## src/core/omw_pkg.sv

```systemverilog
// Behaviour
// - four operating states driven by mode bits
// - sleep stops external and internal high oscillators
// - sleep and green halt instruction execution
// - opmode low bit set enters sleep
// - opmode field 10 enters green
// - clock select bit picks slow or normal
// - high stop bit stops oscillator in slow
// - sleep wakes on pin change, resumes normal
// - green wakes on pin or timer, returns back
// - sleep wakeup counts 2048 high clocks first
// - green wakeup resumes at once
// - enabled wake timer keeps counting in green
// - watchdog on: green runs from low RC
// - wake timer disabled: only pins wake green
// - opmode codes 00 normal 01 sleep 10 green
// - sleep also stops internal low RC
// - slow instruction cycle is low RC over four
// - port zero always wakes, port one per-bit enabled
package omw_pkg;

	// ****************************************
	// operating mode field
	// ****************************************
	localparam logic [1:0] OPMODE_NORMAL   = 2'h0;
	localparam logic [1:0] OPMODE_SLEEP    = 2'h1;
	localparam logic [1:0] OPMODE_GREEN    = 2'h2;
	localparam logic [1:0] OPMODE_RESERVED = 2'h3;
	localparam int         OPMODE_LOW_POS  = 0;
	localparam int         OPMODE_HIGH_POS = 1;

	// ****************************************
	// reset values
	// ****************************************
	localparam logic [1:0] OPMODE_RST   = 2'h0;
	localparam logic       CLKSEL_RST   = 1'h0;
	localparam logic       HOSTOP_RST   = 1'h0;
	localparam logic [7:0] PORT_RST     = 8'h00;

	// ****************************************
	// timing
	// ****************************************
	// high clocks counted after a sleep wakeup
	localparam logic [11:0] WAKE_STAB_CYCLES = 12'h800;
	// last divider count of a slow instruction cycle, counted from zero over four low RC edges
	localparam logic [1:0]  SLOW_DIV_LAST    = 2'h3;
	// software settle time before leaving slow with oscillator stopped
	localparam int          HIGH_OSC_SETTLE_MS = 10;

	// ****************************************
	// states
	// ****************************************
	typedef enum logic [2:0] {
		ST_NORMAL,
		ST_SLOW,
		ST_GREEN,
		ST_SLEEP,
		ST_WAKE_STAB
	} omw_state_t;

endpackage : omw_pkg

```

## src/core/omw_mode_ctrl.sv

```systemverilog
module omw_mode_ctrl
	import omw_pkg::*;
(
	// clock and reset
	input  wire logic        clk,
	input  wire logic        rst_b,
	// software write of the mode bits
	input  wire logic        mode_wr,
	input  wire logic [1:0]  wr_opmode_field,
	input  wire logic        wr_low_clock_select,
	input  wire logic        wr_high_osc_stop,
	// configuration levels
	input  wire logic [7:0]  port_one_wake_en,
	input  wire logic        wake_timer_enable,
	input  wire logic        second_timer_enable,
	input  wire logic        watchdog_enable,
	// asynchronous pins and low oscillator
	input  wire logic [7:0]  port_zero,
	input  wire logic [7:0]  port_one,
	input  wire logic        internal_low_rc_clk,
	// wake timer overflow, same clock
	input  wire logic        wake_timer_ovf,
	// mode bit readback
	output logic [1:0]       opmode_field,
	output logic             low_clock_select,
	output logic             high_osc_stop,
	// oscillator and clock controls
	output logic             external_high_osc_run,
	output logic             internal_high_rc_run,
	output logic             internal_low_rc_run,
	output logic             sys_clk_low,
	output logic             cpu_run,
	output logic             cpu_cycle_en,
	// timer and interrupt gating
	output logic             wake_timer_run,
	output logic             second_timer_run,
	output logic             irq_wake_timer_allow,
	output logic             irq_second_timer_allow,
	output logic             irq_external_allow,
	// status
	output logic [1:0]       op_state,
	output logic             wake_event
);

	// ****************************************
	// helpers
	// ****************************************
	// low-power states where the cpu is halted
	function automatic logic is_halted(input omw_state_t s);
		is_halted = (s == ST_GREEN) || (s == ST_SLEEP) || (s == ST_WAKE_STAB);
	endfunction : is_halted

	// sleep or its oscillator settling tail
	function automatic logic is_asleep(input omw_state_t s);
		is_asleep = (s == ST_SLEEP) || (s == ST_WAKE_STAB);
	endfunction : is_asleep

	// ****************************************
	// pin synchronisers
	// ****************************************
	localparam int NSYNC = 17;

	logic [NSYNC-1:0] sync1_r;
	logic [NSYNC-1:0] sync2_r;
	logic [NSYNC-1:0] sync3_r;
	logic [NSYNC-1:0] stable_r;
	logic [NSYNC-1:0] stable_nxt;
	logic [NSYNC-1:0] raw_in;

	assign raw_in = {internal_low_rc_clk, port_one, port_zero};

	// a level is taken only once the last two stages agree, filtering glitches
	genvar gi;
	generate
		for (gi = 0; gi < NSYNC; gi++) begin : g_agree
			assign stable_nxt[gi] = (sync2_r[gi] == sync3_r[gi]) ? sync3_r[gi]
				: stable_r[gi];
		end
	endgenerate

	// sync chain, reset to a quiet level
	always_ff @(posedge clk) begin
		if (!rst_b) begin
			sync1_r  <= '0;
			sync2_r  <= '0;
			sync3_r  <= '0;
			stable_r <= '0;
		end else begin
			sync1_r  <= raw_in;
			sync2_r  <= sync1_r;
			sync3_r  <= sync2_r;
			stable_r <= stable_nxt;
		end
	end

	logic [15:0] pin_delta;
	logic        pin_wake;
	logic        low_rc_rise;

	// port zero is always armed, port one bit by bit
	assign pin_delta   = stable_nxt[15:0] ^ stable_r[15:0];
	assign pin_wake    = |(pin_delta & {port_one_wake_en, 8'hFF});
	assign low_rc_rise = stable_nxt[16] & ~stable_r[16];

	// ****************************************
	// mode bits and state
	// ****************************************
	omw_state_t  state_r;
	omw_state_t  state_nxt;
	logic [1:0]  opmode_r;
	logic [1:0]  opmode_nxt;
	logic        clksel_r;
	logic        clksel_nxt;
	logic        hostop_r;
	logic        hostop_nxt;
	logic [11:0] stab_cnt_r;
	logic [11:0] stab_cnt_nxt;
	logic        wake_r;
	logic        wake_nxt;
	logic        green_wake;

	// timer overflow only counts while the wake timer is enabled
	assign green_wake = pin_wake || (wake_timer_enable && wake_timer_ovf);

	// next state and mode bits
	always_comb begin
		state_nxt    = state_r;
		opmode_nxt   = opmode_r;
		clksel_nxt   = clksel_r;
		hostop_nxt   = hostop_r;
		stab_cnt_nxt = stab_cnt_r;
		wake_nxt     = 1'b0;
		unique case (state_r)
			ST_NORMAL, ST_SLOW: begin
				// writes are only possible while the cpu executes
				if (mode_wr) begin
					clksel_nxt = wr_low_clock_select;
					hostop_nxt = wr_high_osc_stop;
					opmode_nxt = wr_opmode_field;
				end
				// low bit wins, so the reserved code falls back to sleep
				if (mode_wr && wr_opmode_field[OPMODE_LOW_POS]) begin
					state_nxt = ST_SLEEP;
				end else if (mode_wr && wr_opmode_field == OPMODE_GREEN) begin
					state_nxt = ST_GREEN;
				end else if (mode_wr) begin
					state_nxt = wr_low_clock_select ? ST_SLOW : ST_NORMAL;
				end
			end
			ST_GREEN: begin
				if (green_wake) begin
					// back to the run state the clock select bit picks, no settling
					state_nxt  = clksel_r ? ST_SLOW : ST_NORMAL;
					opmode_nxt = OPMODE_NORMAL;
					wake_nxt   = 1'b1;
				end
			end
			ST_SLEEP: begin
				// only a pin change; reset is handled by the reset branch
				if (pin_wake) begin
					state_nxt    = ST_WAKE_STAB;
					stab_cnt_nxt = '0;
				end
			end
			ST_WAKE_STAB: begin
				if (stab_cnt_r == WAKE_STAB_CYCLES - 12'h001) begin
					state_nxt  = ST_NORMAL;
					opmode_nxt = OPMODE_NORMAL;
					clksel_nxt = 1'b0;
					hostop_nxt = 1'b0;
					wake_nxt   = 1'b1;
				end else begin
					stab_cnt_nxt = stab_cnt_r + 12'h001;
				end
			end
			default: begin
				state_nxt = ST_NORMAL;
			end
		endcase
	end

	// state registers
	always_ff @(posedge clk) begin
		if (!rst_b) begin
			state_r    <= ST_NORMAL;
			opmode_r   <= OPMODE_RST;
			clksel_r   <= CLKSEL_RST;
			hostop_r   <= HOSTOP_RST;
			stab_cnt_r <= '0;
			wake_r     <= 1'b0;
		end else begin
			state_r    <= state_nxt;
			opmode_r   <= opmode_nxt;
			clksel_r   <= clksel_nxt;
			hostop_r   <= hostop_nxt;
			stab_cnt_r <= stab_cnt_nxt;
			wake_r     <= wake_nxt;
		end
	end

	// ****************************************
	// slow instruction cycle divider
	// ****************************************
	logic [1:0] div_r;
	logic [1:0] div_nxt;
	logic       slow_tick;

	// one instruction cycle per four low RC edges
	always_comb begin
		div_nxt   = div_r;
		slow_tick = 1'b0;
		if (state_r != ST_SLOW) begin
			div_nxt = '0;
		end else if (low_rc_rise) begin
			div_nxt   = (div_r == SLOW_DIV_LAST) ? 2'h0 : div_r + 2'h1;
			slow_tick = (div_r == SLOW_DIV_LAST);
		end
	end

	// divider register
	always_ff @(posedge clk) begin
		if (!rst_b) begin
			div_r <= '0;
		end else begin
			div_r <= div_nxt;
		end
	end

	// ****************************************
	// outputs
	// ****************************************
	assign opmode_field     = opmode_r;
	assign low_clock_select = clksel_r;
	assign high_osc_stop    = hostop_r;
	assign wake_event       = wake_r;

	// high oscillators: stopped in sleep, stoppable in slow and green
	always_comb begin
		external_high_osc_run = 1'b1;
		if (state_r == ST_SLEEP) begin
			external_high_osc_run = 1'b0;
		end else if ((state_r == ST_SLOW || state_r == ST_GREEN) && hostop_r) begin
			external_high_osc_run = 1'b0;
		end
	end
	assign internal_high_rc_run = external_high_osc_run;

	// low RC dies only in sleep, the settling count needs only the high clock
	assign internal_low_rc_run = !is_asleep(state_r);

	// cpu halt and clock source
	always_comb begin
		cpu_run      = !is_halted(state_r);
		sys_clk_low  = 1'b0;
		cpu_cycle_en = 1'b0;
		unique case (state_r)
			ST_NORMAL: begin
				// full speed: an instruction cycle on every edge
				cpu_cycle_en = 1'b1;
			end
			ST_SLOW: begin
				sys_clk_low  = 1'b1;
				cpu_cycle_en = slow_tick;
			end
			ST_GREEN: begin
				// a running watchdog needs the low clock even when normal was left
				sys_clk_low = clksel_r || watchdog_enable;
			end
			default: begin
				// sleep and settling stay on the high clock, cpu halted
				sys_clk_low = 1'b0;
			end
		endcase
	end

	// timers and interrupt sources per state
	always_comb begin
		wake_timer_run         = wake_timer_enable;
		second_timer_run       = second_timer_enable;
		irq_wake_timer_allow   = 1'b1;
		irq_second_timer_allow = 1'b1;
		irq_external_allow     = 1'b1;
		// halted: nothing for the second timer to serve, so it waits with the cpu
		if (is_halted(state_r)) begin
			second_timer_run       = 1'b0;
			irq_second_timer_allow = 1'b0;
		end
		// asleep: the wake timer freezes too and no interrupt can be taken
		if (is_asleep(state_r)) begin
			wake_timer_run       = 1'b0;
			irq_wake_timer_allow = 1'b0;
			irq_external_allow   = 1'b0;
		end
	end

	// reported mode, settling reads as sleep
	always_comb begin
		unique case (state_r)
			ST_GREEN:     op_state = OPMODE_GREEN;
			ST_SLEEP:     op_state = OPMODE_SLEEP;
			ST_WAKE_STAB: op_state = OPMODE_SLEEP;
			default:      op_state = OPMODE_NORMAL;
		endcase
	end

endmodule : omw_mode_ctrl

```

## config.mk

```make
export PLATFORM = sky130hd
export DESIGN_NAME = omw_mode_ctrl
export DESIGN_NICKNAME = d
export VERILOG_FILES = /design/src/core/omw_pkg.sv /design/src/core/omw_mode_ctrl.sv
export SDC_FILE = /design/constraint.sdc
export NUM_CORES = 1
export LEC_CHECK = 0
export ABC_AREA = 1
export BUFFER_PORTS_ARGS = -buffer_cell sky130_fd_sc_hd__buf_2
export CAP_MARGIN = 20
export CORE_UTILIZATION = 30
export CTS_CLUSTER_SIZE = 8
export DETAILED_ROUTE_END_ITERATION = 6
export GPL_TIMING_DRIVEN = 0
export PLACE_DENSITY_LB_ADDON = 0.08
export SYNTH_ARGS = -nofsm -noshare
export SYNTH_HDL_FRONTEND = slang
export SYNTH_SLANG_ARGS = --single-unit
```

## constraint.sdc

```tcl
create_clock -name clk -period 2.2 [get_ports clk]
set_input_delay 0.44 -clock clk [delete_from_list [all_inputs] [get_ports clk]]
set_output_delay 0.44 -clock clk [all_outputs]
set_load 0.1 [all_outputs]
```

Word level (Yosys, flattened, before mapping). Index checks and enable logic that the tools add are counted. W data, S select, Z words.

$add $sub $neg: 2. Multipliers: 0. Div/mod/pow operators: 0. Order comparisons: 0. Eq/ne operators: 31. Shift operators: 0. Mux-type cells: 53. Bitwise operators: 5. Reductions and logical operators: 24.

Operators with widths (count): $mux W1 (32); $mux W12 (2); $pmux W12 S2 (1); $mux W3 (6); $eq A1 B1 Y1 (17); $and A16 B16 Y16 (1); $reduce_or A16 Y1 (1); $xor A16 B16 Y16 (1); $add A12 B1 Y12 const B (1); $eq A12 B11 Y1 const B (1); $pmux W3 S4 (1); $ne A2 B2 Y1 const B (5); $pmux W1 S2 (5); $mux W2 (4); $reduce_and A4 Y1 (2); $eq A3 B2 Y1 const B (2); $logic_or A1 B1 Y1 (6); $pmux W2 S3 (1); $reduce_and A3 Y1 (2); $reduce_or A2 Y1 (3); $eq A2 B2 Y1 const B (2); $logic_and A1 B1 Y1 (4); $ne A4 B4 Y1 const B (1); $pmux W2 S2 (1); 10 further kinds (13).

Flip-flop bits (word level): 90. Latch bits: 0. Bits in writable memories: 0. Memory bits (read-only): 0. Output and inout port bits: 18. Word-level logic and storage cells: 126. Memories kept: 0.

Depth between registers and ports, before layout.
Word-level depth: 8. Depth in mapped cells: 14. Gate-level depth less buffers: 14.

Worst setup path before layout. Ideal clock, no wire load.

Path kind: register -> output. From: reg state_r[1]. To: out wake_timer_run. Data arrival time: 4.515 ns. Required time: 1.760 ns. Setup slack: -2.755 ns. Stages on the path, launching flop included: 8. Cells stage by stage: dfxtp_1 > inv_2 > nor2_2 > nand2_1 > inv_1 > nor2_1 > inv_1 > nor2_1.

Word-level cells in the longest chain between the ends: 3. Elaborated cells on any way between the ends: 4.

RTL lines: from (decl) (line omw_mode_ctrl.sv:108) `omw_state_t state_r;`; from (signal assigned) (line omw_mode_ctrl.sv:192) `state_r <= state_nxt;`; $eq A3 B2 Y1 or $eq A3 B3 Y1 (tied branches) (line omw_mode_ctrl.sv:55) `is_asleep = (s == ST_SLEEP) || (s == ST_WAKE_STAB);`; $logic_or A1 B1 Y1 (*) (line omw_mode_ctrl.sv:55); $mux W1 (*) (line omw_mode_ctrl.sv:289) `if (is_asleep(state_r)) begin`; to (decl) (line omw_mode_ctrl.sv:35) `output logic wake_timer_run,`.

Every way passes the cells marked *; elsewhere a longest branch is shown, timed or not.

Final worst setup path.
From: reg state_r[2]. To: out irq_second_timer_allow.

Word-level cells in the longest chain between the ends: 4. Elaborated cells on any way between the ends: 6.

RTL lines: $eq A3 B2 Y1 (line omw_mode_ctrl.sv:50) `is_halted = (s == ST_GREEN) || (s == ST_SLEEP) || (s == ST_WAKE_STAB);`; $logic_or A1 B1 Y1 (line omw_mode_ctrl.sv:50); $logic_or A1 B1 Y1 (*) (line omw_mode_ctrl.sv:50); $mux W1 (*) (line omw_mode_ctrl.sv:284) `if (is_halted(state_r)) begin`; to (decl) (line omw_mode_ctrl.sv:38) `output logic irq_second_timer_allow,`.

Marks and branches as above.

==> impl_results.md <==
- Outcome: finished, final reports clean
- Die area: approximately 0.013 sq mm
- Fmax achieved: between 0.4 and 0.5 GHz
- Pint: 2.75 mW
- Period minus WS final: 2.09 ns
- CP required: approximately 1.8 ns
- Clk sink count: 90
- Crit path kind: register to output pin
- Share of layout cells above drive strength 1: about a fifth
- Detailed Route Iter0 Violations: between 100 and 150
- Seq. cell area: 0.00181 sq mm
- Part of the power in registers: between 40% and 50%
- Number of enable flip-flop cells after synthesis: 0
- Clock share of power: 34.4%
- Final setup violation count: 0
- Fin area: 0.00464 sq mm
- Worst setup EP type: output pin
- Mapped Cells: between 500 and 600
- Vias per inst: 4.25
- Layout Nets: 621
- Number of fill cells in the layout: roughly 1300
- Synth Flop Type: dfxtp_1
- Switching Fraction: 36.0%
- Die W: 114 microns
- Area Growth Syn to Fin: 23.2%
- Max clock buf depth: 2
- Pin count of the biggest net entering global routing: 17
- Drt total wl: 7930 microns
- Leakage: 2.24 nW
- YS warnings: 0
- Most frequent CP cell: buf_4
- Top delay family on crit path: buffers and inverters
- CTS tree: yes
- Clk pin slew, worst setup/hold paths: 0.07 ns
- Tightest Hold Check Type: primary input to register
- Gate power share: 25.0%
- RSZ-0062 raised after global routing: false
- Routed Antenna Nets: 0
- Maxcap violations: 0
- Initial Utilization: 31.1%
- PwrDens: around 930 mW/mm^2
- Worst skew pair latency: 0.34 ns
- Seq cells post-synth: 90
- Net Count, Synth: 556
- 1st-pass router iterations: 4
- Peak supply drop: about 0.37 mV
- Core area: 0.0121 sq mm
- # DRC: 0
- Grt total ovfl: 0
- Final setup skew: 0.00772 ns
- First-pass GRT wire length: 13600 microns
- Ant diodes: 0
- Post-synthesis cell type count: 34
- Slew of the pin with the lowest slew margin: 0.591 ns
- Endpoints failing hold: 0
- Dpl hpwl: 5810 microns
- WL/cell: 10.5 microns
- CP max stage delay: about 0.4 ns
- PortBufs: 52
- CP cell instances: inv_2, nor3_4, buf_4, nor2_1, buf_4, clkbuf_4
- Vias in the first global route: 3064
- Net Switching: 1.55 mW
- Register area share after synthesis: 47.9%
- Syn Std Cell Area: 0.00376 sq mm
- DP Area: 0.00429 sq mm
- Total power: 4.29 mW
- Async S/R FF share, synth: 0%
- Slowest-stage cell, CP: dfxtp_2
- GPL Wtd Cong: 0.764
- CTS Hold Buffers Added: 0
- Area of the multi-input gates: ~0.0015 sq mm
- Worst Path Buf+Inv: 4
- Initial antenna violation count: 0
- Final Max Slew Viols: 0
- Worst slew margin: 60.6%
- Syn_area_per_cell: 7.27 sq um
- Startpoint class of the critical path: register
- Top-Level Pins: 54
- # rows: 40
- H-tree depth: 3
- Via count: 3212
- Crit-path max FO: 10
- GRT Util Overall: 13.5%
- Die H: ~110 microns
- Crit path DAT: 1.65 ns
- Clock root buffer: clkbuf_16
- Cts bufs inserted: 9
- Final Cycle Share: 95.2%
[worst paths after layout]
path | from | to | slack (ns) | depth (start not counted)
worst min register to register | sync1_r[9]$_SDFF_PN0_ | sync2_r[9]$_SDFF_PN0_ | 0.41 | 2
worst max register to register | stab_cnt_r[0]$_SDFFE_PN0P_ | stab_cnt_r[5]$_SDFFE_PN0P_ | 0.36 | 12
worst min-delay path | port_one[5] | sync1_r[13]$_SDFF_PN0_ | 0.27 | 3
worst max-delay path | state_r[2]$_SDFFE_PN0P_ | irq_second_timer_allow | 0.11 | 6
[final cells by class]
type	instances	area share [%]
Multi-Input combinational cell	303	32.7
Clock buffer	10	5.15
Sequential cell	90	39.0
Timing Repair Buffer	54	6.58
Clock inverter	6	0.998
Buffer	15	2.00
Inverter	110	9.04
Tap cell	168	4.53
[power groups by stage]
stage	clock network [mW]	logic, mW	registers (mW)
2_1_floorplan	0	0.780	1.85
3_3_place_gp	0	1.03	1.78
3_5_place_dp	0	1.03	1.78
4_1_cts	1.54	1.06	1.74
5_1_grt	1.59	1.14	1.75
6_report	1.48	1.07	1.74
[stage by stage]
stage               hold slack (ns)  cells  TNS [ns]  worst slack, ns  utilization (%)
floorplan                     0.390    518     -2.45           -0.740                -
global placement              0.393    738   -0.0116          -0.0116             35.4
detailed placement            0.399    738   -0.0390          -0.0390             35.4
CTS                           0.258    756         0          0.00649             38.1
global route                  0.276    756         0          0.00653             38.3
finish                        0.272    756         0            0.105             38.3
[synth_stat cells (2+ instances only)]
| cell type | count | area, sq um |
|---|---|---|
| nand2_2 | 2 | 12.5 |
| o21ai_0 | 19 | 95.1 |
| a21oi_1 | 34 | 170 |
| nand4_1 | 2 | 12.5 |
| nand3_1 | 37 | 185 |
| clkbuf_1 | 8 | 30.0 |
| nor3_1 | 4 | 20.0 |
| nand2_4 | 3 | 33.8 |
| xnor2_1 | 2 | 17.5 |
| inv_1 | 106 | 398 |
| buf_4 | 4 | 30.0 |
| ha_1 | 2 | 25.0 |
| a211oi_1 | 8 | 60.1 |
| dfxtp_1 | 90 | 1800 |
| inv_2 | 3 | 11.3 |
| nand2_1 | 137 | 514 |
| xor2_1 | 3 | 26.3 |
| nor2_1 | 33 | 124 |
| nor2_2 | 2 | 12.5 |
| a21oi_2 | 5 | 43.8 |
[cell usage in the layout (no fill, tap or decap), drive strengths merged]
master and instances:
buf 59, nand2 142, a21oi 39, o21bai 1, ha 2, a211oi 8, or3 1, or2 1
nor2 35, clkinvlp 3, clkinv 2, nor3b 1, clkbuf 20, inv 111, nor4 1, nor3 5
a31oi 1, xnor2 2, nand4 3, dfxtp 90, o211ai 1, nand3b 1, o21ai 19, xor2 3
nand3 37
[what timing repair did]
action	CTS	global route
buffers inserted	2	0
gates resized for setup	9	9
pin swaps	1	0
cloned	0	0
setup endpoints to repair	10	7
[kinds of logic (layout without fill, tap and decap cells)]
group                    after synthesis  count (layout)  share of synthesized area [%]
adder cells (fa/ha/maj)                2               2                          0.665
XOR/XNOR                               5               5                           1.16
AND/OR/NAND/NOR                      227             227                           26.6
buffers and inverters                125             195                           13.3
AO/OA/AOI/OAI                         69              69                           10.4
flip-flops                            90              90                           47.9
[flip-flops by register name (all words and copies together) (netlist names), 2 cells and up]
signal        count
sync1_r          17
state_r           3
opmode_field      2
sync2_r          17
sync3_r          17
stable_r         17
stab_cnt_r       12
div_r             2
[per-layer routing]
layer	wire (microns)	GRT usage, %	share of wire [%]
met1	3700	16.2	47
met2	3780	22.3	48
met3	276	3.13	3.5
met4	167	7.01	2.1
met5	0	0	0
[worst min-delay path, cell delays in order]
cell and delay [ns]:
buf_2 0.07, nand2_1 0.04, inv_1 0.04
(Power assumes the default switching activity.)
